**src/hw/corg_consts.vh**
```
// Constants for the core operational register block.
`ifndef CORG_CONSTS_VH
`define CORG_CONSTS_VH
`define CORG_ADR_WINDOW   8'h00
`define CORG_ADR_BANK     8'h01
`define CORG_ADR_PCL      8'h02
`define CORG_ADR_FLAGS    8'h03
`define CORG_ADR_PTR      8'h04
`define CORG_ADR_P5       8'h05
`define CORG_ADR_P6       8'h06
`define CORG_ADR_P7       8'h07
`define CORG_ADR_P8       8'h08
`define CORG_ADR_P9       8'h09
`define CORG_ADR_PA       8'h0A
`define CORG_ADR_DIR5     8'h0B
`define CORG_ADR_DIR6     8'h0C
`define CORG_ADR_DIR7     8'h0D
`define CORG_ADR_SPEC_LO  8'h05
`define CORG_ADR_SPEC_HI  8'h4F
`define CORG_ADR_GEN_LO   8'h80
`define CORG_BANK_MASK    8'h33
`define CORG_SBANK_HI     5
`define CORG_SBANK_LO     4
`define CORG_GBANK_HI     1
`define CORG_GBANK_LO     0
`define CORG_F_GIE        7
`define CORG_F_NEG        6
`define CORG_F_OVF        5
`define CORG_F_TO         4
`define CORG_F_PD         3
`define CORG_F_Z          2
`define CORG_F_DC         1
`define CORG_F_C          0
`define CORG_FLAGS_RST    8'h18
`define CORG_DIR_RST      8'hFF
`define CORG_ZERO8        8'h00
`define CORG_PC_W         13
`define CORG_PAGE_W       12
`define CORG_PC_RST       13'h0000
`define CORG_PC_ONE       13'h0001
`define CORG_PAGE_WORDS   4096
`define CORG_STACK_D      8
`define CORG_SP_W         3
`define CORG_CLK_PER_CYC  2
`define CORG_CYC_LONG     2
`define CORG_ALU_ADD      3'h0
`define CORG_ALU_SUB      3'h1
`define CORG_ALU_LOGIC    3'h2
`define CORG_ALU_ROT      3'h3
`define CORG_ALU_NONE     3'h4
`endif

```
**src/hw/corg_port_dir.v**
```verilog
// One eight-bit port data and direction pair with pin synchronisers.
`timescale 1ns/100ps
`include "corg_consts.vh"
module corg_port_dir (
  // Clock and reset.
  input  wire       clk_i,
  input  wire       arst_n_i,
  // Register writes.
  input  wire       data_we_i,
  input  wire       dir_we_i,
  input  wire [7:0] wdata_i,
  // Pins.
  input  wire [7:0] pin_i,
  output reg  [7:0] pin_o,
  output wire [7:0] pin_oe_o,
  // Read back.
  output reg  [7:0] dir_o,
  output wire [7:0] data_rd_o
);
  reg [7:0] sync1;
  reg [7:0] sync2;
  always @(posedge clk_i or negedge arst_n_i) begin
    if (!arst_n_i) begin
      pin_o <= `CORG_ZERO8;
      dir_o <= `CORG_DIR_RST;
      sync1 <= `CORG_ZERO8;
      sync2 <= `CORG_ZERO8;
    end else begin
      sync1 <= pin_i;
      sync2 <= sync1;
      if (data_we_i) begin
        pin_o <= wdata_i;
      end
      if (dir_we_i) begin
        dir_o <= wdata_i;
      end
    end
  end
  // A zero direction bit drives the pin; a one leaves it floating.
  assign pin_oe_o  = ~dir_o;
  assign data_rd_o = (pin_oe_o & pin_o) | (dir_o & sync2);
endmodule

```
**src/hw/corg_regs.v**
```verilog
// Core operational registers: indirect window, banks, counter, flags, ports.
// Functional notes
// - Location zero redirects through the indirect pointer.
// - Special bank field selects banks for R5-R4F.
// - General bank field selects four general banks.
// - Counter low byte clears during reset.
// - Counter spans 8K words in 4096-word pages.
// - In-page branch replaces lower twelve counter bits.
// - In-page call pushes counter plus one, loads twelve.
// - Full-range branch loads lower thirteen counter bits.
// - Full-range call pushes counter plus one, loads thirteen.
// - All returns reload counter from stack top.
// - Accumulator add to low byte carries upward.
// - Other low byte writes keep upper bits.
// - Two clocks per cycle; long ops take two.
// - Interrupt enable: disable/entry clear, enable/interrupt return set.
// - Negative flag copies result top bit.
// - Overflow flag marks two's complement overflow.
// - Timeout bit: set sleep/clear/powerup, cleared by timeout.
// - Power-down bit: set powerup/clear, cleared by sleep.
// - Zero flag set on zero result.
// - Carry: carry on add, no borrow on subtract.
// - Indirect pointer addresses the full 00-FF range.
// - Direction zero drives pin, one floats, default floats.
`timescale 1ns/100ps
`include "corg_consts.vh"
module corg_regs (
  // Clock and reset.
  input  wire        CLK_I,
  input  wire        ARST_N_I,
  // Data access from the execution unit.
  input  wire [7:0]  ADDR_I,
  input  wire        RD_I,
  input  wire        WR_I,
  input  wire [7:0]  WDATA_I,
  output reg  [7:0]  RDATA_O,
  output wire [7:0]  MEM_ADDR_O,
  output wire [1:0]  MEM_BANK_O,
  output wire        MEM_SPECIAL_O,
  output wire        MEM_SEL_O,
  input  wire [7:0]  MEM_RDATA_I,
  // Program counter control.
  input  wire        INSTR_START_I,
  input  wire        BR_PAGE_I,
  input  wire        CALL_PAGE_I,
  input  wire        BR_FAR_I,
  input  wire        CALL_FAR_I,
  input  wire        RET_I,
  input  wire        IRQ_EXIT_I,
  input  wire        PCL_ADD_I,
  input  wire        IRQ_ENTRY_I,
  input  wire [12:0] TARGET_I,
  output reg  [12:0] PC_O,
  output wire        CYCLE_DONE_O,
  // Flag control.
  input  wire [2:0]  ALU_OP_I,
  input  wire [7:0]  ALU_A_I,
  input  wire [7:0]  ALU_B_I,
  input  wire [7:0]  ALU_RES_I,
  input  wire        ROT_CARRY_I,
  input  wire        IRQ_DISABLE_OP_I,
  input  wire        IRQ_ENABLE_OP_I,
  input  wire        POWER_DOWN_OP_I,
  input  wire        WATCHDOG_CLEAR_OP_I,
  input  wire        WATCHDOG_TIMEOUT_I,
  output wire [7:0]  FLAGS_O,
  // Ports 5 to 7.
  input  wire [23:0] PORT_PIN_I,
  output wire [23:0] PORT_PIN_O,
  output wire [23:0] PORT_PIN_OE_O,
  // Ports 8, 9 and A data latches.
  output reg  [23:0] PORT_HI_DATA_O
);
  localparam ST_FIRST  = 2'b01;
  localparam ST_SECOND = 2'b10;

  reg  [7:0]  bank_select;
  reg  [7:0]  core_flags;
  reg  [7:0]  indirect_pointer;
  reg  [12:0] stack_mem [0:`CORG_STACK_D-1];
  reg  [2:0]  sp;
  reg  [1:0]  state;
  reg  [1:0]  next_state;
  reg         phase;
  reg  [12:0] next_pc;
  reg  [7:0]  next_flags;
  reg  [8:0]  sum9;
  reg  [4:0]  sum5;
  reg  [7:0]  next_rdata;
  reg         ovf;
  wire [7:0]  eff_addr;
  wire        pcl_hit;
  wire        long_op;
  wire        exec;
  wire [23:0] dir_all;
  wire [23:0] prt_rd;
  wire [2:0]  sp_top;
  wire [12:0] pc_plus1;
  wire [12:0] pc_add_a;
  integer     i;

  // Accesses to location zero go to the pointed location.
  assign eff_addr = (ADDR_I == `CORG_ADR_WINDOW) ? indirect_pointer : ADDR_I;
  assign pcl_hit  = WR_I && (eff_addr == `CORG_ADR_PCL);
  assign long_op  = BR_FAR_I | CALL_FAR_I | pcl_hit | PCL_ADD_I;
  assign MEM_ADDR_O    = eff_addr;
  assign MEM_BANK_O    = (eff_addr >= `CORG_ADR_GEN_LO) ?
                         bank_select[`CORG_GBANK_HI:`CORG_GBANK_LO] :
                         bank_select[`CORG_SBANK_HI:`CORG_SBANK_LO];
  assign MEM_SPECIAL_O = (eff_addr >= `CORG_ADR_SPEC_LO) && (eff_addr <= `CORG_ADR_SPEC_HI);
  assign MEM_SEL_O     = (eff_addr > `CORG_ADR_DIR7) &&
                         ((eff_addr > `CORG_ADR_SPEC_HI) ||
                          (bank_select[`CORG_SBANK_HI:`CORG_SBANK_LO] != 2'b00));
  assign FLAGS_O  = core_flags;
  assign sp_top   = sp - 3'h1;
  assign pc_plus1 = PC_O + `CORG_PC_ONE;
  assign pc_add_a = PC_O + {5'h00, WDATA_I};

  // Instruction cycle sequencer: two clocks per cycle, two cycles for long ops.
  assign exec         = INSTR_START_I && phase && (state == ST_FIRST);
  assign CYCLE_DONE_O = phase && ((state == ST_SECOND) || (state == ST_FIRST &&
                        !(INSTR_START_I && long_op)));
  always @* begin
    case (state)
      ST_FIRST: begin
        next_state = (phase && INSTR_START_I && long_op) ? ST_SECOND : ST_FIRST;
      end
      ST_SECOND: begin
        next_state = phase ? ST_FIRST : ST_SECOND;
      end
      default: begin
        next_state = ST_FIRST;
      end
    endcase
  end

  // Program counter next value.
  always @* begin
    next_pc = PC_O;
    if (exec) begin
      if (BR_PAGE_I || CALL_PAGE_I) begin
        next_pc = {PC_O[`CORG_PC_W-1:`CORG_PAGE_W],
                   TARGET_I[`CORG_PAGE_W-1:0]};
      end else if (BR_FAR_I || CALL_FAR_I) begin
        next_pc = TARGET_I;
      end else if (RET_I || IRQ_EXIT_I) begin
        next_pc = stack_mem[sp_top];
      end else if (PCL_ADD_I) begin
        next_pc = pc_add_a;
      end else if (pcl_hit) begin
        next_pc = {PC_O[`CORG_PC_W-1:8], WDATA_I};
      end else begin
        next_pc = pc_plus1;
      end
    end
  end

  // Flag next value.
  always @* begin
    next_flags = core_flags;
    sum9 = {1'b0, ALU_A_I} + {1'b0, ALU_B_I};
    sum5 = {1'b0, ALU_A_I[3:0]} + {1'b0, ALU_B_I[3:0]};
    ovf  = 1'b0;
    if (exec) begin
      case (ALU_OP_I)
        `CORG_ALU_ADD: begin
          ovf  = (ALU_A_I[7] == ALU_B_I[7]) && (ALU_RES_I[7] != ALU_A_I[7]);
          next_flags[`CORG_F_C]  = sum9[8];
          next_flags[`CORG_F_DC] = sum5[4];
        end
        `CORG_ALU_SUB: begin
          ovf  = (ALU_A_I[7] != ALU_B_I[7]) && (ALU_RES_I[7] != ALU_A_I[7]);
          next_flags[`CORG_F_C]  = (ALU_A_I >= ALU_B_I);
          next_flags[`CORG_F_DC] = (ALU_A_I[3:0] >= ALU_B_I[3:0]);
        end
        `CORG_ALU_ROT: begin
          next_flags[`CORG_F_C] = ROT_CARRY_I;
        end
        default: begin
          ovf = 1'b0;
        end
      endcase
      if (ALU_OP_I != `CORG_ALU_NONE) begin
        next_flags[`CORG_F_NEG] = ALU_RES_I[7];
        next_flags[`CORG_F_OVF] = ovf;
        next_flags[`CORG_F_Z]   = (ALU_RES_I == `CORG_ZERO8);
      end
      if (IRQ_DISABLE_OP_I) begin
        next_flags[`CORG_F_GIE] = 1'b0;
      end
      if (IRQ_ENABLE_OP_I || IRQ_EXIT_I) begin
        next_flags[`CORG_F_GIE] = 1'b1;
      end
      if (POWER_DOWN_OP_I) begin
        next_flags[`CORG_F_TO] = 1'b1;
        next_flags[`CORG_F_PD] = 1'b0;
      end
      if (WATCHDOG_CLEAR_OP_I) begin
        next_flags[`CORG_F_TO] = 1'b1;
        next_flags[`CORG_F_PD] = 1'b1;
      end
      if (WR_I && eff_addr == `CORG_ADR_FLAGS) begin
        next_flags[`CORG_F_NEG:0] = WDATA_I[`CORG_F_NEG:0];
      end
    end
    if (IRQ_ENTRY_I) begin
      next_flags[`CORG_F_GIE] = 1'b0;
    end
    if (WATCHDOG_TIMEOUT_I) begin
      next_flags[`CORG_F_TO] = 1'b0;
    end
  end

  // Clocked state.
  always @(posedge CLK_I or negedge ARST_N_I) begin
    if (!ARST_N_I) begin
      state            <= ST_FIRST;
      phase            <= 1'b0;
      PC_O             <= `CORG_PC_RST;
      bank_select      <= `CORG_ZERO8;
      core_flags       <= `CORG_FLAGS_RST;
      indirect_pointer <= `CORG_ZERO8;
      sp               <= 3'h0;
      PORT_HI_DATA_O   <= 24'h000000;
      for (i = 0; i < `CORG_STACK_D; i = i + 1) begin
        stack_mem[i] <= `CORG_PC_RST;
      end
    end else begin
      phase      <= ~phase;
      state      <= next_state;
      PC_O       <= next_pc;
      core_flags <= next_flags;
      if (exec && (CALL_PAGE_I || CALL_FAR_I)) begin
        stack_mem[sp] <= pc_plus1;
        sp            <= sp + 3'h1;
      end else if (exec && (RET_I || IRQ_EXIT_I)) begin
        sp <= sp_top;
      end
      if (exec && WR_I) begin
        if (eff_addr == `CORG_ADR_BANK) begin
          bank_select <= WDATA_I & `CORG_BANK_MASK;
        end
        if (eff_addr == `CORG_ADR_PTR) begin
          indirect_pointer <= WDATA_I;
        end
        if (eff_addr == `CORG_ADR_P8) begin
          PORT_HI_DATA_O[7:0] <= WDATA_I;
        end
        if (eff_addr == `CORG_ADR_P9) begin
          PORT_HI_DATA_O[15:8] <= WDATA_I;
        end
        if (eff_addr == `CORG_ADR_PA) begin
          PORT_HI_DATA_O[23:16] <= WDATA_I;
        end
      end
    end
  end

  // Read data register.
  always @* begin
    case (eff_addr)
      `CORG_ADR_BANK:  next_rdata = bank_select;
      `CORG_ADR_PCL:   next_rdata = PC_O[7:0];
      `CORG_ADR_FLAGS: next_rdata = core_flags;
      `CORG_ADR_PTR:   next_rdata = indirect_pointer;
      `CORG_ADR_P5:    next_rdata = prt_rd[7:0];
      `CORG_ADR_P6:    next_rdata = prt_rd[15:8];
      `CORG_ADR_P7:    next_rdata = prt_rd[23:16];
      `CORG_ADR_P8:    next_rdata = PORT_HI_DATA_O[7:0];
      `CORG_ADR_P9:    next_rdata = PORT_HI_DATA_O[15:8];
      `CORG_ADR_PA:    next_rdata = PORT_HI_DATA_O[23:16];
      `CORG_ADR_DIR5:  next_rdata = dir_all[7:0];
      `CORG_ADR_DIR6:  next_rdata = dir_all[15:8];
      `CORG_ADR_DIR7:  next_rdata = dir_all[23:16];
      default:         next_rdata = MEM_RDATA_I;
    endcase
  end

  always @(posedge CLK_I or negedge ARST_N_I) begin
    if (!ARST_N_I) begin
      RDATA_O <= `CORG_ZERO8;
    end else if (RD_I) begin
      RDATA_O <= next_rdata;
    end
  end

  genvar g;
  generate
    for (g = 0; g < 3; g = g + 1) begin : g_port
      corg_port_dir u_port (
        .clk_i     (CLK_I),
        .arst_n_i  (ARST_N_I),
        .data_we_i (exec && WR_I && (eff_addr == `CORG_ADR_P5 + g)),
        .dir_we_i  (exec && WR_I && (eff_addr == `CORG_ADR_DIR5 + g)),
        .wdata_i   (WDATA_I),
        .pin_i     (PORT_PIN_I[g*8+7:g*8]),
        .pin_o     (PORT_PIN_O[g*8+7:g*8]),
        .pin_oe_o  (PORT_PIN_OE_O[g*8+7:g*8]),
        .dir_o     (dir_all[g*8+7:g*8]),
        .data_rd_o (prt_rd[g*8+7:g*8])
      );
    end
  endgenerate
endmodule

```
**config.mk**
```make
export PLATFORM = sky130hd
export DESIGN_NAME = corg_regs
export DESIGN_NICKNAME = d
export VERILOG_FILES = /design/src/hw/corg_port_dir.v /design/src/hw/corg_regs.v
export VERILOG_INCLUDE_DIRS = /design/src /design/src/hw
export SDC_FILE = /design/constraint.sdc
export NUM_CORES = 1
export LEC_CHECK = 0
export BUFFER_PORTS_ARGS = -buffer_cell sky130_fd_sc_hd__buf_2
export CORE_MARGIN = 2
export CORE_UTILIZATION = 52
export DETAILED_ROUTE_END_ITERATION = 12
export PLACE_DENSITY = 0.76
export SLEW_MARGIN = 30
export SYNTH_ARGS = -nofsm -noshare
export SYNTH_HDL_FRONTEND = slang
export SYNTH_SLANG_ARGS = --single-unit
```
**constraint.sdc**
```tcl
create_clock -name CLK_I -period 2.9 [get_ports CLK_I]
set_input_delay 0.435 -clock CLK_I [delete_from_list [all_inputs] [get_ports CLK_I]]
set_output_delay 0.435 -clock CLK_I [all_outputs]
set_load 0.02 [all_outputs]
```
==> results of run 1 <==
-- metal layers --
| layer | GRT usage | part of all wire | up-vias |
|---|---|---|---|
| li1 | - | - | 5465 |
| met4 | 0.160 | 0.057 | 0 |
| met5 | 0 | 0 | - |
| met3 | 0.0623 | 0.088 | 160 |
| met1 | 0.425 | 0.38 | 6043 |
| met2 | 0.545 | 0.47 | 720 |
-- cells by family (layout without fill, tap and decap cells) --
family,after synthesis,count (layout),synth area share
AO/OA/AOI/OAI,386,386,0.176
XOR/XNOR,18,18,0.0114
adder cells (fa/ha/maj),30,30,0.0277
buffers and inverters,135,470,0.0405
flip-flops,271,271,0.493
multiplexers,107,107,0.111
AND/OR/NAND/NOR,380,380,0.141
-- synthesized netlist by cell type, drive strengths merged, types with 5 or more instances --
cell / n / share of area
dfrtp: 244 / 0.44
nand2: 149 / 0.041
o21ai: 140 / 0.051
a21oi: 100 / 0.036
nor2: 96 / 0.026
inv: 65 / 0.018
mux2: 59 / 0.052
clkbuf: 47 / 0.013
ha: 29 / 0.026
dfstp: 27 / 0.051
mux4: 26 / 0.042
nor4: 24 / 0.020
a31oi: 22 / 0.012
mux2i: 22 / 0.016
nand3: 22 / 0.0080
buf: 21 / 0.0096
nor3: 17 / 0.0088
a22oi: 16 / 0.0087
a221oi: 12 / 0.0076
and3: 12 / 0.0054
xor2: 11 / 0.0070
a211oi: 10 / 0.0054
a21o: 8 / 0.0044
a32oi: 8 / 0.0056
nand4: 8 / 0.0036
nor2b: 8 / 0.0036
nor3b: 8 / 0.0047
or3: 8 / 0.0036
o31ai: 7 / 0.0038
xnor2: 7 / 0.0044
nand2b: 6 / 0.0027
o211ai: 6 / 0.0033
a2111oi: 5 / 0.0032
o21a: 5 / 0.0027
o32ai: 5 / 0.0032
or4: 5 / 0.0033
-- layout by cell type, fill, tap and decap left out, types with 8 or more instances in the layout --
| cell type | count |
|---|---|
| sky130_fd_sc_hd__nor3_1 | 10 |
| sky130_fd_sc_hd__ha_1 | 28 |
| sky130_fd_sc_hd__nor4_1 | 14 |
| sky130_fd_sc_hd__dfstp_2 | 27 |
| sky130_fd_sc_hd__a221oi_1 | 12 |
| sky130_fd_sc_hd__nand2_1 | 148 |
| sky130_fd_sc_hd__mux2_2 | 43 |
| sky130_fd_sc_hd__nand3_1 | 21 |
| sky130_fd_sc_hd__mux4_2 | 26 |
| sky130_fd_sc_hd__inv_1 | 65 |
| sky130_fd_sc_hd__a22oi_1 | 16 |
| sky130_fd_sc_hd__o21ai_0 | 137 |
| sky130_fd_sc_hd__nand4_1 | 8 |
| sky130_fd_sc_hd__mux2i_1 | 22 |
| sky130_fd_sc_hd__mux2_4 | 16 |
| sky130_fd_sc_hd__buf_4 | 107 |
| sky130_fd_sc_hd__a211oi_1 | 10 |
| sky130_fd_sc_hd__a21oi_1 | 100 |
| sky130_fd_sc_hd__dfrtp_1 | 241 |
| sky130_fd_sc_hd__nor4_4 | 8 |
| sky130_fd_sc_hd__and3_1 | 12 |
| sky130_fd_sc_hd__xor2_1 | 11 |
| sky130_fd_sc_hd__clkbuf_8 | 10 |
| sky130_fd_sc_hd__clkbuf_16 | 29 |
| sky130_fd_sc_hd__buf_2 | 218 |
| sky130_fd_sc_hd__dlygate4sd3_1 | 22 |
| sky130_fd_sc_hd__nor2_1 | 94 |
| sky130_fd_sc_hd__a31oi_1 | 20 |
-- worst min path at each step --
stage,depth (start not counted),from,to
floorplan,0,ARST_N_I,FLAGS_O[0]
global placement,0,g_port[1].u_port.sync1[4],g_port[1].u_port.sync2[4]
detailed placement,0,g_port[0].u_port.sync1[5],g_port[0].u_port.sync2[5]
CTS,1,PORT_PIN_I[14],g_port[1].u_port.sync1[6]
global route,1,PORT_PIN_I[14],g_port[1].u_port.sync1[6]
finish,1,PORT_PIN_I[14],g_port[1].u_port.sync1[6]
-- flip-flops by register name (all words and copies together) (netlist names) --
| name | cells |
|---|---|
| PC_O | 13 |
| FLAGS_O | 8 |
| g_port.u_port.sync2 | 24 |
| g_port.u_port.sync1 | 24 |
| g_port.u_port.dir_o | 24 |
| g_port.u_port.pin_o | 24 |
| indirect_pointer | 8 |
| PORT_HI_DATA_O | 24 |
| RDATA_O | 8 |
| sp | 3 |
| state | 2 |
| bank_select | 4 |
| stack_mem | 104 |
| phase | 1 |
-- power by group through the flow --
| stage | Clock (mW) | Sequential [mW] | Combinational (mW) |
|---|---|---|---|
| 5_1_grt | 4.24 | 5.55 | 5.70 |
| 4_1_cts | 4.09 | 5.44 | 5.16 |
| 3_3_place_gp | 0 | 5.43 | 4.96 |
| 6_report | 4.05 | 5.46 | 5.22 |
| 2_1_floorplan | 0 | 5.35 | 3.40 |
| 3_5_place_dp | 0 | 5.50 | 5.10 |
-- worst reg2reg max path: cells and delay by family, from the launching register on --
kind | cells | cell delay (ns)
muxes | 1 | 0.17
AOI/OAI and AO/OA | 3 | 0.70
buffers and inverters | 1 | 0.18
and+or+nand+nor | 2 | 1.14
DFF | 1 | 0.44
-- through the flow --
stage	worst slack, ns	total power [mW]	instance area (um2)
6_report	0.0883	14.7	17200
5_1_grt	0.00670	15.5	17200
4_1_cts	0.0216	14.7	17100
3_5_place_dp	0.0508	10.6	15800
3_3_place_gp	0.0801	10.4	15800
2_1_floorplan	0.0740	8.75	13800
-- area by class of cell --
cell class,instances,area (um2)
Sequential cell,271,6820
Tap cell,335,419
Timing Repair Buffer,351,2190
Fill cell,2027,8840
Clock buffer,41,871
Multi-Input combinational cell,921,6480
Inverter,67,251
Clock inverter,11,189
-- timing repair --
item	4_1_cts	5_1_grt
pin swaps	2	5
gates resized for setup	5	6
endpoints found under the setup margin	1	10
setup buffers	1	8
hold buffers	22	0
endpoints found under the hold margin	95	0
==> report_table.html, run 1 <==
<table>
<tr><th>Metric</th><th>Value</th></tr>
<tr><th colspan="2">Floorplan</th></tr>
<tr><td>Std-Cell Rows</td><td>a little under 60</td></tr>
<tr><td>Effective utilization at floorplan</td><td>0.531</td></tr>
<tr><td>Vert. Die Dim</td><td>roughly 170 um</td></tr>
<tr><td>Placeable core region</td><td>around 26000 um2</td></tr>
<tr><td>Horiz. Die Dim</td><td>~170 um</td></tr>
<tr><td>Total I/O pin count</td><td>roughly 220</td></tr>
<tr><td>Area enclosed by the die boundary</td><td>about 28000 um2</td></tr>
<tr><th colspan="2">Route</th></tr>
<tr><td>Via/cell ratio</td><td>about 6.2</td></tr>
<tr><td>DRC viols</td><td>0</td></tr>
<tr><td>Number of DRC violations after detailed-routing iteration 0</td><td>~1300</td></tr>
<tr><td>Post-Route WL</td><td>about 46 mm</td></tr>
<tr><td>Final antenna-violating net count</td><td>0</td></tr>
<tr><td>Average detailed-routed wire length per instance</td><td>approximately 23 um</td></tr>
<tr><td>Number of detailed-route iterations in the first pass</td><td>8</td></tr>
<tr><td>Detailed-route via count</td><td>around 12000</td></tr>
<tr><th colspan="2">Critical path</th></tr>
<tr><td>CP max FO</td><td>4</td></tr>
<tr><td>Critical path arrival</td><td>2.38 ns</td></tr>
<tr><td>Path depth of the worst reg2reg path</td><td>7</td></tr>
<tr><td>Critical path capture point type</td><td>primary output</td></tr>
<tr><td>Delay of the slowest cell on the worst path</td><td>0.44 ns</td></tr>
<tr><td>Worst setup startpoint</td><td>indirect_pointer[6]</td></tr>
<tr><td>Crit Path Category</td><td>reg -&gt; out</td></tr>
<tr><td>Stages on worst setup path</td><td>7</td></tr>
<tr><td>List of cells traversed by the critical path</td><td>nor4_4 &gt; a31oi_4 &gt; or3_4 &gt; nand3_4 &gt; a21boi_1 &gt; o21a_1 &gt; buf_4</td></tr>
<tr><td>Required arrival time at the worst endpoint</td><td>between 2 and 2.5 ns</td></tr>
<tr><td>CP Buf/Inv Count</td><td>1</td></tr>
<tr><td>Startpoint type of the worst setup path</td><td>register</td></tr>
<tr><td>Slowest cell on the critical path</td><td>sky130_fd_sc_hd__dfrtp_2</td></tr>
<tr><td>Top Family by Delay on Critical Path</td><td>simple AND/OR/NAND/NOR gates</td></tr>
<tr><td>End of the worst register-to-register path</td><td>PC_O[5]</td></tr>
<tr><td>R2R Setup Slk</td><td>around 0.17 ns</td></tr>
<tr><td>Worst reg2reg path startpoint</td><td>indirect_pointer[6]</td></tr>
<tr><td>Endpoint of the most critical setup path</td><td>CYCLE_DONE_O</td></tr>
<tr><th colspan="2">Pwr</th></tr>
<tr><td>Clock Power Share</td><td>0.275</td></tr>
<tr><td>Register share of total power</td><td>0.370</td></tr>
<tr><td>Cell leakage power</td><td>around 8 nW</td></tr>
<tr><td>Sw Ratio</td><td>0.356</td></tr>
<tr><td>Switching power</td><td>5.24 mW</td></tr>
<tr><td>Power density normalized to cell area</td><td>856 nW/um2</td></tr>
<tr><td>Internal power component</td><td>~9.5 mW</td></tr>
<tr><td>Worst voltage drop across the vdd grid</td><td>1.06 mV</td></tr>
<tr><td>Comb power frac</td><td>0.354</td></tr>
<tr><th colspan="2">CTS</th></tr>
<tr><td>Largest buffer count on any clock path</td><td>3</td></tr>
<tr><td>Sinks on Clock Net</td><td>271</td></tr>
<tr><td>Worst-skew pair later-pin latency</td><td>around 0.55 ns</td></tr>
<tr><td>Buffer type at the clock tree root</td><td>sky130_fd_sc_hd__clkbuf_16</td></tr>
<tr><td>Clock Pin Slew Worst Setup and Hold Paths</td><td>about 0.06 ns</td></tr>
<tr><td>H-tree depth</td><td>1</td></tr>
<tr><td>Number of CTS-inserted buffers</td><td>28</td></tr>
<tr><td>TritonCTS clock tree</td><td>done</td></tr>
<tr><th colspan="2">Yosys</th></tr>
<tr><td>Mapped Cells</td><td>1327</td></tr>
<tr><td>Sequential share of the synthesized area</td><td>0.493</td></tr>
<tr><td>Async set-or-reset flop fraction in the synthesized netlist</td><td>1.00</td></tr>
<tr><td>Average cell area after synthesis</td><td>roughly 10 um2</td></tr>
<tr><td>Synth warnings</td><td>0</td></tr>
<tr><td>Synthesized cell area</td><td>around 14000 um2</td></tr>
<tr><td>Seq cells post-synth</td><td>between 200 and 300</td></tr>
<tr><td>Total nets after synthesis</td><td>around 1500</td></tr>
<tr><td>Most instantiated flip-flop cell in the synthesis netlist</td><td>sky130_fd_sc_hd__dfrtp_1</td></tr>
<tr><td>Synth unique cells</td><td>81</td></tr>
<tr><td>Number of flops mapped to enable cells by yosys</td><td>0</td></tr>
<tr><th colspan="2">Placement</th></tr>
<tr><td>PortBufs</td><td>220</td></tr>
<tr><td>Placed cell count</td><td>approximately 1900</td></tr>
<tr><td>Dpl hpwl</td><td>approximately 34 mm</td></tr>
<tr><td>Final weighted congestion of routability-driven global placement</td><td>between 1 and 1.5</td></tr>
<tr><th colspan="2">GRT</th></tr>
<tr><td>Largest net degree at the start of global routing</td><td>92</td></tr>
<tr><td>Wire length of the first global-routing pass</td><td>about 72 mm</td></tr>
<tr><td>Overflow left after global routing</td><td>0</td></tr>
<tr><td>Number of antenna violations at the first check in global routing</td><td>0</td></tr>
<tr><td>Via count of the first global-routing pass</td><td>approximately 12000</td></tr>
<tr><td>Total global-route track usage</td><td>0.332</td></tr>
<tr><th colspan="2">Timing</th></tr>
<tr><td>RSZ-0062 raised after global routing</td><td>no</td></tr>
<tr><td>Final sum of negative setup slack</td><td>0 ns</td></tr>
<tr><td>Count of pins over their slew limit</td><td>0</td></tr>
<tr><td>Final Hold Fails</td><td>0</td></tr>
<tr><td>Final hold slack</td><td>0.0122 ns</td></tr>
<tr><td>Headroom to the max-slew limit</td><td>0.359</td></tr>
<tr><td>Post-route fraction of the period consumed by the critical path</td><td>0.970</td></tr>
<tr><td>Final period demand of the worst path</td><td>~2.8 ns</td></tr>
<tr><td>Total setup violations reported at the end of the flow</td><td>0</td></tr>
<tr><td>Max Clock Skew</td><td>roughly 0.014 ns</td></tr>
<tr><td>Highest Clock Rate</td><td>356 MHz</td></tr>
<tr><td>Least-Margin Pin Slew</td><td>between 0.9 and 1 ns</td></tr>
<tr><th colspan="2">Hold path</th></tr>
<tr><td>Class of the tightest hold or removal check</td><td>in -&gt; reg</td></tr>
<tr><th colspan="2">Finish</th></tr>
<tr><td>Number of nets in the layout</td><td>between 1500 and 2000</td></tr>
<tr><td>Layout cells sized above 1</td><td>0.320</td></tr>
<tr><td>Final core area utilization</td><td>0.661</td></tr>
<tr><td>Final antenna diode count</td><td>0</td></tr>
<tr><td>Final non-filler cell total</td><td>between 1500 and 2000</td></tr>
<tr><td>Layout overhead on the synthesized area</td><td>24.5%</td></tr>
<tr><th colspan="2">Job</th></tr>
<tr><td>Max-capacitance violation count</td><td>0</td></tr>
<tr><th colspan="2">Status</th></tr>
<tr><td>Outcome</td><td>completed</td></tr>
</table>
(Power assumes the default switching activity.)
==> run 2, diff against run 1 <==
- CORE_UTILIZATION: 52 -> 45
- PLACE_DENSITY: 0.76 -> 0.67
==> run 2 against run 1 <==
Sequential share of layout area rose by 0.068 points. Utilization fell by 9.6 points. Clock skew fell by 0.0043 ns.
==> report_table.html, run 2 (synthesis results as in run 1) <==
<table>
<tr><th>Metric</th><th>Value</th></tr>
<tr><th colspan="2">Floorplan</th></tr>
<tr><td>Placeable core region</td><td>roughly 30000 um2</td></tr>
<tr><td>Std-Cell Rows</td><td>64</td></tr>
<tr><td>Horiz. Die Dim</td><td>179 um</td></tr>
<tr><td>Total I/O pin count</td><td>between 200 and 250</td></tr>
<tr><td>Effective utilization at floorplan</td><td>0.454</td></tr>
<tr><td>Vert. Die Dim</td><td>179 um</td></tr>
<tr><td>Area enclosed by the die boundary</td><td>approximately 32000 um2</td></tr>
<tr><th colspan="2">Route</th></tr>
<tr><td>Post-Route WL</td><td>between 40 and 50 mm</td></tr>
<tr><td>Number of DRC violations after detailed-routing iteration 0</td><td>between 900 and 1000</td></tr>
<tr><td>DRC viols</td><td>0</td></tr>
<tr><td>Average detailed-routed wire length per instance</td><td>between 20 and 25 um</td></tr>
<tr><td>Number of detailed-route iterations in the first pass</td><td>5</td></tr>
<tr><td>Via/cell ratio</td><td>5.84</td></tr>
<tr><td>Detailed-route via count</td><td>about 12000</td></tr>
<tr><td>Final antenna-violating net count</td><td>0</td></tr>
<tr><th colspan="2">Timing</th></tr>
<tr><td>Final period demand of the worst path</td><td>around 2.8 ns</td></tr>
<tr><td>Total setup violations reported at the end of the flow</td><td>0</td></tr>
<tr><td>Final hold slack</td><td>0.0171 ns</td></tr>
<tr><td>Max Clock Skew</td><td>0.0101 ns</td></tr>
<tr><td>Post-route fraction of the period consumed by the critical path</td><td>0.978</td></tr>
<tr><td>Headroom to the max-slew limit</td><td>0.397</td></tr>
<tr><td>Count of pins over their slew limit</td><td>0</td></tr>
<tr><td>Least-Margin Pin Slew</td><td>0.897 ns</td></tr>
<tr><td>Setup WS post-layout</td><td>between 0.06 and 0.07 ns</td></tr>
<tr><td>Final Hold Fails</td><td>0</td></tr>
<tr><td>Highest Clock Rate</td><td>approximately 350 MHz</td></tr>
<tr><th colspan="2">Pwr</th></tr>
<tr><td>Worst voltage drop across the vdd grid</td><td>0.496 mV</td></tr>
<tr><td>Cell leakage power</td><td>around 8 nW</td></tr>
<tr><td>Power density normalized to cell area</td><td>848 nW/um2</td></tr>
<tr><th colspan="2">CTS</th></tr>
<tr><td>Largest buffer count on any clock path</td><td>3</td></tr>
<tr><td>Number of CTS-inserted buffers</td><td>29</td></tr>
<tr><td>Buffer type at the clock tree root</td><td>sky130_fd_sc_hd__clkbuf_16</td></tr>
<tr><td>Worst-skew pair later-pin latency</td><td>~0.55 ns</td></tr>
<tr><td>Clock Pin Slew Worst Setup and Hold Paths</td><td>0.06 ns</td></tr>
<tr><td>H-tree depth</td><td>1</td></tr>
<tr><td>TritonCTS clock tree</td><td>done</td></tr>
<tr><td>Sinks on Clock Net</td><td>between 200 and 300</td></tr>
<tr><th colspan="2">Finish</th></tr>
<tr><td>Layout overhead on the synthesized area</td><td>24.3%</td></tr>
<tr><td>Reg with most FFs</td><td>stack_mem</td></tr>
<tr><td>Final antenna diode count</td><td>0</td></tr>
<tr><td>Number of nets in the layout</td><td>between 1500 and 2000</td></tr>
<tr><td>Multi-input combinational cell area</td><td>around 6500 um2</td></tr>
<tr><td>Sequential standard cell area</td><td>approximately 6800 um2</td></tr>
<tr><td>Commonest cells after routing, fill and taps aside</td><td>sky130_fd_sc_hd__dfrtp_1 (242), sky130_fd_sc_hd__buf_2 (218), sky130_fd_sc_hd__nand2_1 (148)</td></tr>
<tr><td>Filler Cell Count</td><td>around 2700</td></tr>
<tr><td>Most frequent standard cell in the layout excluding fill and tap cells</td><td>sky130_fd_sc_hd__dfrtp_1</td></tr>
<tr><td>Layout cells sized above 1</td><td>0.314</td></tr>
<tr><td>Largest register FFs</td><td>104</td></tr>
<tr><th colspan="2">Hold path</th></tr>
<tr><td>Class of the tightest hold or removal check</td><td>in -&gt; reg</td></tr>
<tr><th colspan="2">Placement</th></tr>
<tr><td>Final weighted congestion of routability-driven global placement</td><td>between 0.9 and 1</td></tr>
<tr><td>PortBufs</td><td>between 200 and 250</td></tr>
<tr><td>Setup WS pre-CTS</td><td>roughly 0.0035 ns</td></tr>
<tr><td>Dpl hpwl</td><td>34.9 mm</td></tr>
<tr><th colspan="2">Critical path</th></tr>
<tr><td>Startpoint type of the worst setup path</td><td>register</td></tr>
<tr><td>Delay of the slowest cell on the worst path</td><td>a little under 0.5 ns</td></tr>
<tr><td>CP max FO</td><td>6</td></tr>
<tr><td>Required arrival time at the worst endpoint</td><td>2.47 ns</td></tr>
<tr><td>R2R Setup Slk</td><td>~0.19 ns</td></tr>
<tr><td>List of cells traversed by the critical path</td><td>nor4_4 &gt; buf_4 &gt; a31oi_4 &gt; or3_4 &gt; nand3_4 &gt; a21boi_2 &gt; o21a_1 &gt; buf_6</td></tr>
<tr><td>Critical path arrival</td><td>roughly 2.4 ns</td></tr>
<tr><td>Slowest cell on the critical path</td><td>sky130_fd_sc_hd__dfrtp_1</td></tr>
<tr><td>Crit Path Category</td><td>reg -&gt; out</td></tr>
<tr><td>Critical path capture point type</td><td>primary output</td></tr>
<tr><td>Top Family by Delay on Critical Path</td><td>simple AND/OR/NAND/NOR gates</td></tr>
<tr><td>CP Buf/Inv Count</td><td>2</td></tr>
<tr><th colspan="2">GRT</th></tr>
<tr><td>Total global-route track usage</td><td>0.290</td></tr>
<tr><td>Overflow left after global routing</td><td>0</td></tr>
<tr><td>Number of antenna violations at the first check in global routing</td><td>0</td></tr>
<tr><td>Largest net degree at the start of global routing</td><td>88</td></tr>
<tr><td>Via count of the first global-routing pass</td><td>about 12000</td></tr>
<tr><td>Wire length of the first global-routing pass</td><td>69.8 mm</td></tr>
<tr><th colspan="2">Status</th></tr>
<tr><td>Outcome</td><td>completed</td></tr>
<tr><th colspan="2">Job</th></tr>
<tr><td>Max-capacitance violation count</td><td>0</td></tr>
</table>
==> run 2: final cells by class <==
cell class / count / share of cell area
clock buffers: 46 / 0.0518
clock inverters: 7 / 0.00532
inverters: 67 / 0.0146
multi-input cells: 921 / 0.377
flip-flops and latches: 271 / 0.397
well taps: 396 / 0.0288
repair buffers: 346 / 0.126
==> run 2: layer usage <==
metal / wire length [um] / track usage / share of wire / vias to the layer above
met1: 18700 / 0.359 / 0.40 / 5876
li1: - / - / - / 5455
met5: 0 / 0 / 0 / -
met4: 2380 / 0.134 / 0.051 / 0
met2: 22100 / 0.483 / 0.47 / 524
met3: 3730 / 0.0642 / 0.079 / 137
==> run 2: final timing paths <==
check                                                 end  cells past startpoint                      start
worst max-delay path                         CYCLE_DONE_O                      8        indirect_pointer[7]
worst min-delay path            g_port[2].u_port.sync1[0]                      1             PORT_PIN_I[16]
worst max register to register                 RDATA_O[7]                      8        indirect_pointer[4]
worst min register to register  g_port[0].u_port.sync2[5]                      0  g_port[0].u_port.sync1[5]
max in group asynchronous                   stack_mem[87]                      3                   ARST_N_I
min in group asynchronous       g_port[1].u_port.sync1[2]                      2                   ARST_N_I
==> run 2: per-stage QoR <==
stage	std cells	power [mW]	cell area (um2)	util	setup TNS, ns
finish	2054	14.6	17200	0.565	0
global route	2054	15.3	17200	0.565	-0.000884
CTS	2052	14.6	17200	0.564	0
detailed placement	1972	10.7	15900	0.522	0
global placement	1972	10.6	15900	0.522	0
floorplan	1327	8.75	13800	-	0
==> run 2: power by group <==
part | switching, mW | total, mW | internal (mW)
clock network | 1.53 | 3.79 | 2.27
registers | 0.721 | 5.42 | 4.70
logic | 3.00 | 5.36 | 2.35
==> run 2: what timing repair did <==
action / in CTS / in global routing
gates resized for setup: 9 / 2
hold buffers: 22 / 1
buffers inserted: 5 / 1
setup endpoints to repair: 1 / 2
endpoints found under the hold margin: 94 / 1
pin swaps: 5 / 4
==> run 3, diff against run 2 <==
- ABC_AREA: unset -> 1
- MAX_ROUTING_LAYER: unset -> met4
==> run 3 against run 2 <==
Setup slack improved by 0.027 ns. Critical endpoint unchanged. Non-clock buffer count fell by 56. Design area fell by 1.7%. Fmax rose by 0.96%. Largest cell class unchanged.
==> report_table.html, run 3 <==
<table>
<tr><th>Metric</th><th>Value</th></tr>
<tr><th colspan="2">Floorplan</th></tr>
<tr><td>Area enclosed by the die boundary</td><td>roughly 32000 um2</td></tr>
<tr><td>Horiz. Die Dim</td><td>180 um</td></tr>
<tr><td>Total I/O pin count</td><td>about 220</td></tr>
<tr><td>Std-Cell Rows</td><td>64</td></tr>
<tr><td>Effective utilization at floorplan</td><td>0.456</td></tr>
<tr><td>Vert. Die Dim</td><td>~180 um</td></tr>
<tr><td>Placeable core region</td><td>about 31000 um2</td></tr>
<tr><th colspan="2">CTS</th></tr>
<tr><td>Clock Pin Slew Worst Setup and Hold Paths</td><td>~0.060 ns</td></tr>
<tr><td>Sinks on Clock Net</td><td>~270</td></tr>
<tr><td>Worst-skew pair later-pin latency</td><td>about 0.56 ns</td></tr>
<tr><td>Number of CTS-inserted buffers</td><td>30</td></tr>
<tr><td>TritonCTS clock tree</td><td>done</td></tr>
<tr><td>Buffer type at the clock tree root</td><td>sky130_fd_sc_hd__clkbuf_16</td></tr>
<tr><td>Largest buffer count on any clock path</td><td>3</td></tr>
<tr><td>H-tree depth</td><td>1</td></tr>
<tr><th colspan="2">Pwr</th></tr>
<tr><td>Clock Power Share</td><td>0.269</td></tr>
<tr><td>Switching power</td><td>5.70 mW</td></tr>
<tr><td>Power density normalized to cell area</td><td>approximately 870 nW/um2</td></tr>
<tr><td>Cell leakage power</td><td>8.49 nW</td></tr>
<tr><td>Final total power</td><td>between 10 and 15 mW</td></tr>
<tr><td>Internal power component</td><td>8.96 mW</td></tr>
<tr><td>Register share of total power</td><td>0.366</td></tr>
<tr><td>Comb power frac</td><td>0.366</td></tr>
<tr><td>Worst voltage drop across the vdd grid</td><td>1.24 mV</td></tr>
<tr><td>Sw Ratio</td><td>0.389</td></tr>
<tr><th colspan="2">Finish</th></tr>
<tr><td>Number of nets in the layout</td><td>2177</td></tr>
<tr><td>Commonest cells after routing, fill and taps aside</td><td>sky130_fd_sc_hd__nand2_1 (530), sky130_fd_sc_hd__o21ai_0 (256), sky130_fd_sc_hd__dfrtp_1 (243)</td></tr>
<tr><td>Layout cells sized above 1</td><td>0.189</td></tr>
<tr><td>Sequential standard cell area</td><td>about 7000 um2</td></tr>
<tr><td>Layout overhead on the synthesized area</td><td>21.3%</td></tr>
<tr><td>Final non-filler cell total</td><td>approximately 2500</td></tr>
<tr><td>Filler Cell Count</td><td>2906</td></tr>
<tr><td>Largest register FFs</td><td>~100</td></tr>
<tr><td>Reg with most FFs</td><td>stack_mem</td></tr>
<tr><td>Multi-input combinational cell area</td><td>6170 um2</td></tr>
<tr><td>Most frequent standard cell in the layout excluding fill and tap cells</td><td>sky130_fd_sc_hd__nand2_1</td></tr>
<tr><th colspan="2">Job</th></tr>
<tr><td>Max-capacitance violation count</td><td>0</td></tr>
<tr><th colspan="2">Yosys</th></tr>
<tr><td>Seq cells post-synth</td><td>about 270</td></tr>
<tr><td>Number of flops mapped to enable cells by yosys</td><td>0</td></tr>
<tr><td>Async set-or-reset flop fraction in the synthesized netlist</td><td>1.00</td></tr>
<tr><td>Most instantiated flip-flop cell in the synthesis netlist</td><td>sky130_fd_sc_hd__dfrtp_1</td></tr>
<tr><td>Mapped Cells</td><td>roughly 1800</td></tr>
<tr><td>Average cell area after synthesis</td><td>around 7.8 um2</td></tr>
<tr><td>Cell types with the largest area share after synthesis</td><td>sky130_fd_sc_hd__dfrtp_1 (44%), sky130_fd_sc_hd__nand2_1 (14%), sky130_fd_sc_hd__o21ai_0 (9.2%), sky130_fd_sc_hd__nand3_1 (5.2%), sky130_fd_sc_hd__dfstp_2 (5.1%)</td></tr>
<tr><td>Commonest cells in the synthesized netlist</td><td>sky130_fd_sc_hd__nand2_1 (531), sky130_fd_sc_hd__o21ai_0 (256), sky130_fd_sc_hd__dfrtp_1 (244)</td></tr>
<tr><td>Synth unique cells</td><td>46</td></tr>
<tr><td>Share of Yosys cell area claimed by the top area cell type</td><td>0.439</td></tr>
<tr><td>Cell type with the highest aggregate area in the netlist</td><td>sky130_fd_sc_hd__dfrtp_1</td></tr>
<tr><td>Synth warnings</td><td>0</td></tr>
<tr><td>Synthesized cell area</td><td>13900 um2</td></tr>
<tr><td>Total nets after synthesis</td><td>around 1900</td></tr>
<tr><td>Most common cell in the netlist</td><td>sky130_fd_sc_hd__nand2_1</td></tr>
<tr><td>Sequential share of the synthesized area</td><td>0.490</td></tr>
<tr><th colspan="2">Route</th></tr>
<tr><td>Number of detailed-route iterations in the first pass</td><td>5</td></tr>
<tr><td>Final antenna-violating net count</td><td>0</td></tr>
<tr><td>Post-Route WL</td><td>~44 mm</td></tr>
<tr><td>Detailed-route via count</td><td>around 13000</td></tr>
<tr><td>Via/cell ratio</td><td>around 5.3</td></tr>
<tr><td>DRC viols</td><td>0</td></tr>
<tr><td>Average detailed-routed wire length per instance</td><td>17.9 um</td></tr>
<tr><td>Number of DRC violations after detailed-routing iteration 0</td><td>about 1200</td></tr>
<tr><th colspan="2">Placement</th></tr>
<tr><td>Placed cell count</td><td>2375</td></tr>
<tr><td>Setup WS pre-CTS</td><td>0.0756 ns</td></tr>
<tr><td>PortBufs</td><td>220</td></tr>
<tr><td>Dpl hpwl</td><td>31.3 mm</td></tr>
<tr><td>Final weighted congestion of routability-driven global placement</td><td>roughly 0.94</td></tr>
<tr><th colspan="2">GRT</th></tr>
<tr><td>Total global-route track usage</td><td>0.275</td></tr>
<tr><td>Wire length of the first global-routing pass</td><td>approximately 69 mm</td></tr>
<tr><td>Largest net degree at the start of global routing</td><td>a little over 90</td></tr>
<tr><td>Overflow left after global routing</td><td>0</td></tr>
<tr><td>Via count of the first global-routing pass</td><td>12500</td></tr>
<tr><td>Number of antenna violations at the first check in global routing</td><td>1</td></tr>
<tr><th colspan="2">Critical path</th></tr>
<tr><td>Critical path arrival</td><td>about 2.4 ns</td></tr>
<tr><td>Startpoint type of the worst setup path</td><td>register</td></tr>
<tr><td>CP max FO</td><td>4</td></tr>
<tr><td>List of cells traversed by the critical path</td><td>a21oi_1 &gt; nand2_1 &gt; nor2_4 &gt; nand3_2 &gt; nand2_2 &gt; inv_1 &gt; a21oi_2 &gt; o21ai_0 &gt; buf_2</td></tr>
<tr><td>Critical path capture point type</td><td>primary output</td></tr>
<tr><td>CP Buf/Inv Count</td><td>2</td></tr>
<tr><td>Required arrival time at the worst endpoint</td><td>about 2.5 ns</td></tr>
<tr><td>Top Family by Delay on Critical Path</td><td>simple AND/OR/NAND/NOR gates</td></tr>
<tr><td>Slowest cell on the critical path</td><td>sky130_fd_sc_hd__dfrtp_1</td></tr>
<tr><td>Delay of the slowest cell on the worst path</td><td>0.43 ns</td></tr>
<tr><td>Crit Path Category</td><td>reg -&gt; out</td></tr>
<tr><th colspan="2">Timing</th></tr>
<tr><td>Least-Margin Pin Slew</td><td>just under 0.8 ns</td></tr>
<tr><td>Max Clock Skew</td><td>around 0.012 ns</td></tr>
<tr><td>Total setup violations reported at the end of the flow</td><td>0</td></tr>
<tr><td>Final hold slack</td><td>around 0.021 ns</td></tr>
<tr><td>Highest Clock Rate</td><td>between 300 and 400 MHz</td></tr>
<tr><td>Final period demand of the worst path</td><td>approximately 2.8 ns</td></tr>
<tr><td>Count of pins over their slew limit</td><td>0</td></tr>
<tr><td>Post-route fraction of the period consumed by the critical path</td><td>0.969</td></tr>
<tr><td>Headroom to the max-slew limit</td><td>0.475</td></tr>
<tr><td>Final sum of negative setup slack</td><td>0 ns</td></tr>
<tr><td>Final Hold Fails</td><td>0</td></tr>
<tr><td>Setup WS post-layout</td><td>0.0911 ns</td></tr>
<tr><th colspan="2">Hold path</th></tr>
<tr><td>Class of the tightest hold or removal check</td><td>in -&gt; reg</td></tr>
<tr><th colspan="2">Status</th></tr>
<tr><td>Outcome</td><td>completed</td></tr>
</table>
==> run 3: cell types whose count changed after synthesis, moves of 24 or more <==
| cell | change |
|---|---|
| sky130_fd_sc_hd__nand3_1 | +123 |
| sky130_fd_sc_hd__mux4_2 | -26 |
| sky130_fd_sc_hd__mux2_2 | -42 |
| sky130_fd_sc_hd__a21oi_1 | -26 |
| sky130_fd_sc_hd__o21ai_0 | +119 |
| sky130_fd_sc_hd__nor2_1 | +24 |
| sky130_fd_sc_hd__inv_1 | +91 |
| sky130_fd_sc_hd__nand2_1 | +383 |
==> run 3: cell type report <==
cell class	instances	area share
Inverter	162	0.0360
Timing Repair Buffer	290	0.105
Sequential cell	271	0.404
Tap cell	396	0.0293
Clock inverter	11	0.00771
Clock buffer	45	0.0532
Antenna cell	1	0.000148
Multi-Input combinational cell	1285	0.365
==> run 3: stage by stage <==
| step | utilization | instance area [um2] |
|---|---|---|
| after floorplan | - | 13900 |
| after global placement | 0.509 | 15500 |
| after detailed placement | 0.509 | 15500 |
| after CTS | 0.551 | 16800 |
| after global routing | 0.554 | 16900 |
| final | 0.554 | 16900 |
==> run 3: path summary, 6_finish.rpt <==
check / startpoint / endpoint / slack (ns) / cells after the start
min: IRQ_ENTRY_I / FLAGS_O[7] / 0.02 / 2
min reg2reg: g_port[0].u_port.sync1[7] / g_port[0].u_port.sync2[7] / 0.34 / 0
max reg2reg: PC_O[1] / PC_O[11] / 0.32 / 12
min in group asynchronous: ARST_N_I / RDATA_O[6] / 0.50 / 2
max in group asynchronous: ARST_N_I / g_port[2].u_port.dir_o[3] / 1.47 / 3
max: indirect_pointer[6] / CYCLE_DONE_O / 0.09 / 9
==> run 3: power groups by stage <==
| stage | registers, mW | clock network [mW] | logic [mW] |
|---|---|---|---|
| after floorplan | 5.40 | 0 | 3.40 |
| after global placement | 5.39 | 0 | 5.20 |
| after detailed placement | 5.41 | 0 | 5.26 |
| after CTS | 5.35 | 3.99 | 5.34 |
| after global routing | 5.47 | 4.15 | 6.02 |
| final | 5.36 | 3.94 | 5.36 |
==> run 3: what timing repair did <==
action / in CTS / in global routing
pin swaps: 0 / 3
endpoints found under the setup margin: 1 / 2
endpoints found under the hold margin: 102 / 0
gates cloned: 0 / 1
buffers inserted: 0 / 3
hold buffers: 25 / 0
gates resized for setup: 1 / 4
==> run 3: kinds of logic after synthesis <==
family	synth area share
buf+inv	0.0681
compound gates	0.145
mux	0.000809
flops	0.490
fa+ha+maj	0.0275
xor+xnor	0.0101
simple gates	0.259
==> run 3: layer usage <==
metal	part of all wire	GRT usage	vias up
met5	0	-	-
met4	0.036	0.0907	0
met3	0.062	0.0357	93
met2	0.47	0.443	485
met1	0.43	0.362	6224
li1	-	-	6355
